## config.mk

```make
export PLATFORM = sky130hd
export DESIGN_NAME = aets_bank
export DESIGN_NICKNAME = d
export VERILOG_FILES = /design/src/rtl/aets_pkg.sv /design/src/rtl/aets_bank.sv /design/src/rtl/aets_grant.sv /design/src/rtl/aets_mask.sv
export SDC_FILE = /design/constraint.sdc
export NUM_CORES = 2
export LEC_CHECK = 0
export BUFFER_PORTS_ARGS = -buffer_cell sky130_fd_sc_hd__buf_2
export CAP_MARGIN = 20
export CORE_UTILIZATION = 30
export CTS_CLUSTER_SIZE = 16
export DETAILED_ROUTE_END_ITERATION = 8
export HOLD_SLACK_MARGIN = 0.05
export PLACE_DENSITY = 0.46
export SKIP_LAST_GASP = 1
export SLEW_MARGIN = 30
export SYNTH_ARGS = -nofsm -noshare
export SYNTH_HDL_FRONTEND = slang
export SYNTH_HIERARCHICAL = 1
export SYNTH_SLANG_ARGS = --single-unit
```

## constraint.sdc

```tcl
create_clock -name i_mclk -period 7.17 [get_ports i_mclk]
set_clock_uncertainty 0.15 [all_clocks]
set_input_delay 1.434 -clock i_mclk [delete_from_list [all_inputs] [get_ports i_mclk]]
set_output_delay 1.434 -clock i_mclk [all_outputs]
set_load 0.01 [all_outputs]
```

## src/rtl/aets_pkg.sv

```systemverilog
// Purpose: Constants of the alarm enable and table select bank
// Assumes: Byte addresses of the upper and lower register map
// Notes:   Shared by the bank and the bench host model
package aets_pkg;

	// ---------------------------------------------------------------
	// Register offsets
	// ---------------------------------------------------------------
	localparam logic [7:0] SEL_ADDR   = 8'h7F;
	localparam logic [7:0] PWE_LO     = 8'h7B;
	localparam logic [7:0] PWE_HI     = 8'h7E;
	localparam logic [7:0] AREA_A_LO  = 8'h80;
	localparam logic [7:0] AREA_A_HI  = 8'hBF;
	localparam logic [7:0] AREA_B_LO  = 8'hC0;
	localparam logic [7:0] AREA_B_HI  = 8'hF7;
	localparam logic [7:0] EN_ENV     = 8'hF8;
	localparam logic [7:0] EN_MON     = 8'hF9;
	localparam logic [7:0] EN_LAS     = 8'hFA;
	localparam logic [7:0] EN_SIG     = 8'hFB;
	localparam logic [7:0] WEN_ENV    = 8'hFC;

	// ---------------------------------------------------------------
	// Table numbers and sizes
	// ---------------------------------------------------------------
	localparam logic [7:0] TBL_MAIN     = 8'h01;
	localparam logic [7:0] TBL_ALT      = 8'h05;
	localparam int         AREA_A_DEPTH = 32'h40;
	localparam int         AREA_B_DEPTH = 32'h38;

	// ---------------------------------------------------------------
	// Reset values
	// ---------------------------------------------------------------
	localparam logic [31:0] PWE_RESET  = 32'hFFFF_FFFF;
	localparam logic [7:0]  SEL_RESET  = 8'h00;
	localparam logic [7:0]  EN_RESET   = 8'h00;
	localparam logic [7:0]  AREA_RESET = 8'h00;
	localparam logic [7:0]  READ_ZERO  = 8'h00;

	// ---------------------------------------------------------------
	// Implemented bits of each enable register, and the signal enable bits routed to each output
	// ---------------------------------------------------------------
	localparam logic [7:0] MASK_ENV = 8'hFF;
	localparam logic [7:0] MASK_MON = 8'hF0;
	localparam logic [7:0] MASK_LAS = 8'h0B;
	localparam logic [7:0] MASK_SIG = 8'hC8;
	localparam logic [7:0] INT_SIG  = 8'hC0;
	localparam logic [7:0] GATE_SIG = 8'h08;

endpackage
```

## src/rtl/aets_bank.sv

```systemverilog
// Purpose: Table select, user areas and alarm enables of the module controller
// Assumes: A serial front end delivers decoded byte reads and writes
// Notes:   Grant bits, passwords and status flags come from same-clock logic
`timescale 1ns/1ps
module aets_bank (
	// Clock and reset
	input  wire logic        i_mclk,
	input  wire logic        i_arst_n,
	// Byte access from the serial front end
	input  wire logic        i_req,
	input  wire logic        i_we,
	input  wire logic [7:0]  i_addr,
	input  wire logic [7:0]  i_wdata,
	output logic             o_rvalid,
	output logic [7:0]       o_rdata,
	// Stored passwords and grants
	input  wire logic [31:0] i_lower_password_level,
	input  wire logic [31:0] i_higher_password_level,
	input  wire logic        i_area_a_readwrite_grant,
	input  wire logic        i_area_a_readonly_grant,
	input  wire logic        i_area_b_readwrite_grant,
	input  wire logic        i_area_b_readonly_grant,
	input  wire logic        i_enables_readwrite_grant,
	input  wire logic        i_enables_readonly_grant,
	// Other table settings
	input  wire logic [7:0]  i_selector_power_on_value,
	input  wire logic        i_enable_relocate,
	input  wire logic        i_shadow_write_disable,
	// Monitor status flags
	input  wire logic [7:0]  i_alarm_env,
	input  wire logic [7:0]  i_alarm_mon,
	input  wire logic [7:0]  i_alarm_laser,
	input  wire logic [7:0]  i_alarm_signal,
	input  wire logic [7:0]  i_warning_env,
	// Fault outputs
	output logic             o_fault_interrupt_out,
	output logic             o_laser_fault_gate,
	// EEPROM commit request
	output logic             o_ee_write,
	output logic [7:0]       o_ee_addr,
	output logic [7:0]       o_ee_data,
	// Current table
	output logic [7:0]       o_upper_table_selector
);

	// ---------------------------------------------------------------
	// Storage
	// ---------------------------------------------------------------
	logic [31:0] password_entry_bytes;
	logic        sel_loaded;
	logic [7:0]  area_a [0:aets_pkg::AREA_A_DEPTH-1];
	logic [7:0]  area_b [0:aets_pkg::AREA_B_DEPTH-1];
	logic [7:0]  en_env, en_mon, en_las, en_sig, wen_env;
	logic [7:0]  next_rdata;

	// ---------------------------------------------------------------
	// Address decode
	// ---------------------------------------------------------------
	logic       wr_take, acc_sel, acc_pwe, tbl_main, tbl_en, in_a, in_b, in_en;
	logic [7:0] en_table;
	logic [1:0] pwe_lane;
	logic [5:0] a_idx, b_idx;

	assign wr_take  = i_req & i_we;
	assign acc_sel  = (i_addr == aets_pkg::SEL_ADDR);
	assign acc_pwe  = (i_addr >= aets_pkg::PWE_LO) && (i_addr <= aets_pkg::PWE_HI);
	assign tbl_main = (o_upper_table_selector == aets_pkg::TBL_MAIN);
	assign en_table = i_enable_relocate ? aets_pkg::TBL_ALT : aets_pkg::TBL_MAIN;
	assign tbl_en   = (o_upper_table_selector == en_table);
	assign in_a     = tbl_main && (i_addr >= aets_pkg::AREA_A_LO) && (i_addr <= aets_pkg::AREA_A_HI);
	assign in_b     = tbl_main && (i_addr >= aets_pkg::AREA_B_LO) && (i_addr <= aets_pkg::AREA_B_HI);
	assign in_en    = tbl_en && (i_addr >= aets_pkg::EN_ENV) && (i_addr <= aets_pkg::WEN_ENV);
	assign pwe_lane = 2'(aets_pkg::PWE_HI - i_addr);
	assign a_idx    = 6'(i_addr - aets_pkg::AREA_A_LO);
	assign b_idx    = 6'(i_addr - aets_pkg::AREA_B_LO);

	// ---------------------------------------------------------------
	// Password levels and grants
	// ---------------------------------------------------------------
	logic hi_ok, lo_ok, rd_ok_a, wr_ok_a, rd_ok_b, wr_ok_b, rd_ok_c, wr_ok_c;

	// Higher match also counts as lower
	assign hi_ok = (password_entry_bytes == i_higher_password_level);
	assign lo_ok = hi_ok | (password_entry_bytes == i_lower_password_level);

	aets_grant u_grant_a (.i_higher_ok(hi_ok), .i_lower_ok(lo_ok), .i_rw_grant(i_area_a_readwrite_grant),
		.i_ro_grant(i_area_a_readonly_grant), .o_read_ok(rd_ok_a), .o_write_ok(wr_ok_a));

	aets_grant u_grant_b (.i_higher_ok(hi_ok), .i_lower_ok(lo_ok), .i_rw_grant(i_area_b_readwrite_grant),
		.i_ro_grant(i_area_b_readonly_grant), .o_read_ok(rd_ok_b), .o_write_ok(wr_ok_b));

	aets_grant u_grant_c (.i_higher_ok(hi_ok), .i_lower_ok(lo_ok), .i_rw_grant(i_enables_readwrite_grant),
		.i_ro_grant(i_enables_readonly_grant), .o_read_ok(rd_ok_c), .o_write_ok(wr_ok_c));

	// ---------------------------------------------------------------
	// Password entry
	// ---------------------------------------------------------------
	// Entry bytes start as all ones
	always_ff @(posedge i_mclk or negedge i_arst_n) begin
		if (!i_arst_n) begin
			password_entry_bytes <= aets_pkg::PWE_RESET;
		end else if (wr_take && acc_pwe) begin
			password_entry_bytes[{pwe_lane, 3'h0} +: 8] <= i_wdata;
		end
	end

	// ---------------------------------------------------------------
	// Table selector
	// ---------------------------------------------------------------
	// Stored value is caught after release, never under reset
	// First edge loads the power-on table
	always_ff @(posedge i_mclk or negedge i_arst_n) begin
		if (!i_arst_n) begin
			sel_loaded             <= 1'b0;
			o_upper_table_selector <= aets_pkg::SEL_RESET;
		end else if (!sel_loaded) begin
			sel_loaded             <= 1'b1;
			o_upper_table_selector <= i_selector_power_on_value;
		end else if (wr_take && acc_sel) begin
			o_upper_table_selector <= i_wdata;
		end
	end

	// ---------------------------------------------------------------
	// User areas
	// ---------------------------------------------------------------
	// Area A write needs write permission
	always_ff @(posedge i_mclk or negedge i_arst_n) begin
		if (!i_arst_n) begin
			for (int i = 0; i < aets_pkg::AREA_A_DEPTH; i++) begin
				area_a[i] <= aets_pkg::AREA_RESET;
			end
		end else if (wr_take && in_a && wr_ok_a) begin
			area_a[a_idx] <= i_wdata;
		end
	end

	// Area B write needs write permission
	always_ff @(posedge i_mclk or negedge i_arst_n) begin
		if (!i_arst_n) begin
			for (int i = 0; i < aets_pkg::AREA_B_DEPTH; i++) begin
				area_b[i] <= aets_pkg::AREA_RESET;
			end
		end else if (wr_take && in_b && wr_ok_b) begin
			area_b[b_idx] <= i_wdata;
		end
	end

	// ---------------------------------------------------------------
	// Enable registers
	// ---------------------------------------------------------------
	// All enables off after power on
	always_ff @(posedge i_mclk or negedge i_arst_n) begin
		if (!i_arst_n) begin
			en_env  <= aets_pkg::EN_RESET;
			en_mon  <= aets_pkg::EN_RESET;
			en_las  <= aets_pkg::EN_RESET;
			en_sig  <= aets_pkg::EN_RESET;
			wen_env <= aets_pkg::EN_RESET;
		end else if (wr_take && in_en && wr_ok_c) begin
			case (i_addr)
				aets_pkg::EN_ENV:  en_env  <= i_wdata & aets_pkg::MASK_ENV;
				aets_pkg::EN_MON:  en_mon  <= i_wdata & aets_pkg::MASK_MON;
				aets_pkg::EN_LAS:  en_las  <= i_wdata & aets_pkg::MASK_LAS;
				aets_pkg::EN_SIG:  en_sig  <= i_wdata & aets_pkg::MASK_SIG;
				aets_pkg::WEN_ENV: wen_env <= i_wdata & aets_pkg::MASK_ENV;
				default: ;
			endcase
		end
	end

	// ---------------------------------------------------------------
	// EEPROM commit
	// ---------------------------------------------------------------
	logic ee_go;

	// Shadow disable keeps enables volatile only
	assign ee_go = wr_take && ((in_a && wr_ok_a) || (in_b && wr_ok_b)
		|| (in_en && wr_ok_c && !i_shadow_write_disable));

	always_ff @(posedge i_mclk or negedge i_arst_n) begin
		if (!i_arst_n) begin
			o_ee_write <= 1'b0;
			o_ee_addr  <= aets_pkg::READ_ZERO;
			o_ee_data  <= aets_pkg::READ_ZERO;
		end else begin
			o_ee_write <= ee_go;
			if (ee_go) begin
				o_ee_addr <= i_addr;
				o_ee_data <= i_wdata;
			end
		end
	end

	// ---------------------------------------------------------------
	// Read path
	// ---------------------------------------------------------------
	// Refused reads answer zero rather than stalling the bus
	always_comb begin
		next_rdata = aets_pkg::READ_ZERO;
		if (acc_sel) begin
			next_rdata = o_upper_table_selector;
		end else if (in_a && rd_ok_a) begin
			next_rdata = area_a[a_idx];
		end else if (in_b && rd_ok_b) begin
			next_rdata = area_b[b_idx];
		end else if (in_en && rd_ok_c) begin
			case (i_addr)
				aets_pkg::EN_ENV:  next_rdata = en_env;
				aets_pkg::EN_MON:  next_rdata = en_mon;
				aets_pkg::EN_LAS:  next_rdata = en_las;
				aets_pkg::EN_SIG:  next_rdata = en_sig;
				aets_pkg::WEN_ENV: next_rdata = wen_env;
				default:           next_rdata = aets_pkg::READ_ZERO;
			endcase
		end
	end

	// Entry bytes fall to the zero default
	always_ff @(posedge i_mclk or negedge i_arst_n) begin
		if (!i_arst_n) begin
			o_rvalid <= 1'b0;
			o_rdata  <= aets_pkg::READ_ZERO;
		end else begin
			o_rvalid <= i_req & ~i_we;
			if (i_req && !i_we) begin
				o_rdata <= next_rdata;
			end
		end
	end

	// ---------------------------------------------------------------
	// Fault masking
	// ---------------------------------------------------------------
	logic hit_env, hit_mon, hit_sig, hit_wrn, hit_las, hit_bias;

	// Bit n of enable masks bit n of status
	aets_mask #(.USED(aets_pkg::MASK_ENV)) u_mask_env (
		.i_status(i_alarm_env), .i_enable(en_env), .o_hit(hit_env));
	aets_mask #(.USED(aets_pkg::MASK_MON)) u_mask_mon (
		.i_status(i_alarm_mon), .i_enable(en_mon), .o_hit(hit_mon));
	// Signal loss alarms to the interrupt
	aets_mask #(.USED(aets_pkg::INT_SIG)) u_mask_sig (
		.i_status(i_alarm_signal), .i_enable(en_sig), .o_hit(hit_sig));
	aets_mask #(.USED(aets_pkg::MASK_ENV)) u_mask_wrn (
		.i_status(i_warning_env), .i_enable(wen_env), .o_hit(hit_wrn));
	// Bias and transmit power to the gate
	aets_mask #(.USED(aets_pkg::MASK_LAS)) u_mask_las (
		.i_status(i_alarm_laser), .i_enable(en_las), .o_hit(hit_las));
	// Bias ceiling to the gate only
	aets_mask #(.USED(aets_pkg::GATE_SIG)) u_mask_bias (
		.i_status(i_alarm_signal), .i_enable(en_sig), .o_hit(hit_bias));

	// Registered outputs, one cycle behind the flags
	always_ff @(posedge i_mclk or negedge i_arst_n) begin
		if (!i_arst_n) begin
			o_fault_interrupt_out <= 1'b0;
			o_laser_fault_gate    <= 1'b0;
		end else begin
			o_fault_interrupt_out <= hit_env | hit_mon | hit_sig | hit_wrn;
			o_laser_fault_gate    <= hit_las | hit_bias;
		end
	end
endmodule

```

## src/rtl/aets_grant.sv

```systemverilog
// Purpose: Read and write permission for one password-gated area
// Assumes: Password match flags come from the same clock domain
// Notes:   Higher level always carries the lower level rights
`timescale 1ns/1ps
module aets_grant (
	// Password levels
	input  wire logic i_higher_ok,
	input  wire logic i_lower_ok,
	// Lower level grants
	input  wire logic i_rw_grant,
	input  wire logic i_ro_grant,
	// Permissions
	output logic      o_read_ok,
	output logic      o_write_ok
);
	assign o_read_ok  = i_higher_ok | (i_lower_ok & (i_rw_grant | i_ro_grant));
	assign o_write_ok = i_higher_ok | (i_lower_ok & i_rw_grant);
endmodule

```

## src/rtl/aets_mask.sv

```systemverilog
// Purpose: Masks one status byte with its enable byte
// Assumes: Status and enable share the same bit layout
// Notes:   USED drops bits that do not feed this output
`timescale 1ns/1ps
module aets_mask #(
	parameter logic [7:0] USED = 8'hFF
) (
	// Status and enables
	input  wire logic [7:0] i_status,
	input  wire logic [7:0] i_enable,
	// Result
	output logic            o_hit
);
	assign o_hit = |(i_status & i_enable & USED);
endmodule

```

==> key figures <==
Timing
  – Final WS setup: 2340 ps
  – Crit path time final: 4830 ps
  – Final hold vios: 0
  – RSZ-0062 raised after global routing: false
  – Peak Freq: slightly above 200 MHz
  – Worst-Margin Slew: between 1000 and 1500 ps
  – Slew Viols, Final: 0
  – Crit share post-route: 67.4%
  – Relative slew slack: just over 30%
  – Setup TNS: 0 ps
  – Setup-failing EPs final: 0

Detailed routing
  – DRC: 0
  – Highest metal used: met4
  – Initial DRC Count: between 2k and 2.5k
  – Met2 Wirelength: 82.5 mm
  – Wire per inst: 28.9 um
  – Vias: 32.3k
  – Antenna-violating nets left: 0
  – Router iterations before antenna repair: 7
  – Total Routed Length: between 150 and 200 mm
  – Via density: 5.33
  – Wire length on met1: 80.2 mm
  – DR WL met3: a little over 7 mm

Final layout
  – Fill count: roughly 16k
  – P&R area growth vs syn: 15.2%
  – Final instance area: about 57000 um2
  – Share of layout cells above drive strength 1: around 44%
  – Final layout net count: 3910
  – Ant. Diodes: 0

Logic synthesis
  – YS warnings: 6
  – Post-Synthesis Cells: 3645
  – Synthesized netlist net count: 3790
  – Mapped cell area: about 50000 um2
  – Syn Area/Cell: 13.7 um2

Floorplan
  – Number of I/O pins: 176
  – Core Box Area: about 160000 um2
  – Die Ht: 409 um
  – DIE AREA: 168000 um2
  – Std cell rows: 149
  – Initial Util: a little under a third
  – Chip width: between 400 and 500 um

Power
  – Leakage: 27.7 nW
  – PwrDens: ~230 nW/um2
  – Power Total: 13.2 mW
  – Peak VDD IR: 0.000204 V

Clock tree
  – CTS tree: built
  – Hold-fix buffers at CTS: 0
  – Max Root-Sink Buffers: 3
  – Later-pin clock latency in the skew report: 770 ps
  – PostCTS Resize Cnt: 0
  – # Post-CTS Setup Buffers: 0
  – H-tree Lvls: 3
  – Root buf cell: clkbuf_16
  – Clock transition at path regs: approximately 60 ps
  – TritonCTS Buffers: ~120
  – Clock sink total: 1055

Global routing
  – First-pass GRT wire length: 256 mm
  – Initial antenna violation count: 3
  – GRT overflow: 0
  – Pin count of the biggest net entering global routing: 154
  – Vias in the first global route: 33.5k
  – GRT Total Usage: between 20% and 30%

Critical path
  – Worst endpoint required time: approximately 7700 ps
  – Endpoint class of the critical path: flip-flop
  – Crit path DAT: 5320 ps
  – Worst path max stage delay: 630 ps
  – Critical path type: in2reg
  – Worst Path Buf+Inv: 2
  – Slowest-stage cell, CP: nor2_2
  – CP startpoint kind: input pin
  – CP top delay family: simple AND/OR/NAND/NOR gates
  – CP cell instances: buf_2, xor2_1, nor4_1, nand4_1, nor2_1, buf_4, a41o_1, a21o_1, nand2b_1, nor2_8, nand2_2, nor2_2, mux2_2
  – CP max FO: 8

Worst hold path
  – Hold WC Path Type: reg2reg

Flow run
  – Maxcap violations: 0

Place
  – Cell Area, Placed: around 53000 um2
  – GP Congestion: 0.844
  – DP Worst Slack: 1580 ps
  – Port Buffers: 161
  – Hpwl dp: around 110 mm

Outcome
  – Status: finished clean
cell usage in the layout, fill, tap and decap left out, drive strengths merged, types with 8 or more instances in the layout:
cell type and instances:
inv 8, dfrtp 1023, a221oi 95, a22o 31
dfstp 32, clkbuf 182, buf 260, nor4 16
xnor2 25, nor2b 9, nor2 182, clkinv 26
a221o 27, a222oi 21, mux2i 86, nand2 145
nand4 20, mux4 35, a31oi 23, xor2 40
mux2 1072, bufinv 10, nor3 15, o22ai 32
a21oi 106, o21ai 103, and2 9, nand3 13
a22oi 119
worst paths after layout:
kind                                                 start           end  slack, ps  cells past startpoint
max in group asynchronous                         i_arst_n  o_ee_addr[7]       4820                      4
worst max-delay path            i_higher_password_level[0]   area_a[245]       2340                     13
worst min-delay path                          o_ee_addr[7]  o_ee_addr[7]        310                      1
worst max register to register     password_entry_bytes[0]   area_a[245]       2640                     12
worst min register to register                o_ee_addr[7]  o_ee_addr[7]        310                      1
min in group asynchronous                         i_arst_n   area_b[187]        450                      1
flip-flops by register name, indices dropped and copies added, names as in the netlist:
register	count
en_mon	4
en_sig	3
wen_env	8
o_ee_write	1
password_entry_bytes	32
sel_loaded	1
o_fault_interrupt_out	1
area_b	448
en_las	3
o_rdata	8
o_ee_addr	8
area_a	512
o_laser_fault_gate	1
o_upper_table_selector	8
o_rvalid	1
en_env	8
o_ee_data	8
metal layers:
metal  up-vias  GRT usage, %
met4         0          6.81
met1     17499          28.9
met3       234          2.95
li1      13844             -
met2       697          33.4
met5         -             0
layout make-up:
cell class              count  area, um2  share of cell area [%]
clock buffers             182       3560                    6.20
clock inverters            40        566                   0.986
inverters                   6       23.8                  0.0414
multi-input cells        2323      22200                    38.7
flip-flops and latches   1055      26400                    46.1
well taps                2189       2740                    4.77
repair buffers            260       1840                    3.20
metrics by stage:
| stage | instances | util (%) | hold WS, ps |
|---|---|---|---|
| 2_1_floorplan | 3645 | - | 302 |
| 3_3_place_gp | 5827 | 32.2 | 303 |
| 3_5_place_dp | 5830 | 32.2 | 301 |
| 4_1_cts | 6052 | 34.7 | 315 |
| 5_1_grt | 6055 | 34.8 | 329 |
| 6_report | 6055 | 34.8 | 312 |
power breakdown:
part           internal, mW  switching [mW]
Sequential             5.97          0.0249
Combinational         0.167           0.630
Clock                  3.78            2.67
Total                  9.91            3.32
Note: power is estimated with default switching activity, not from simulation.
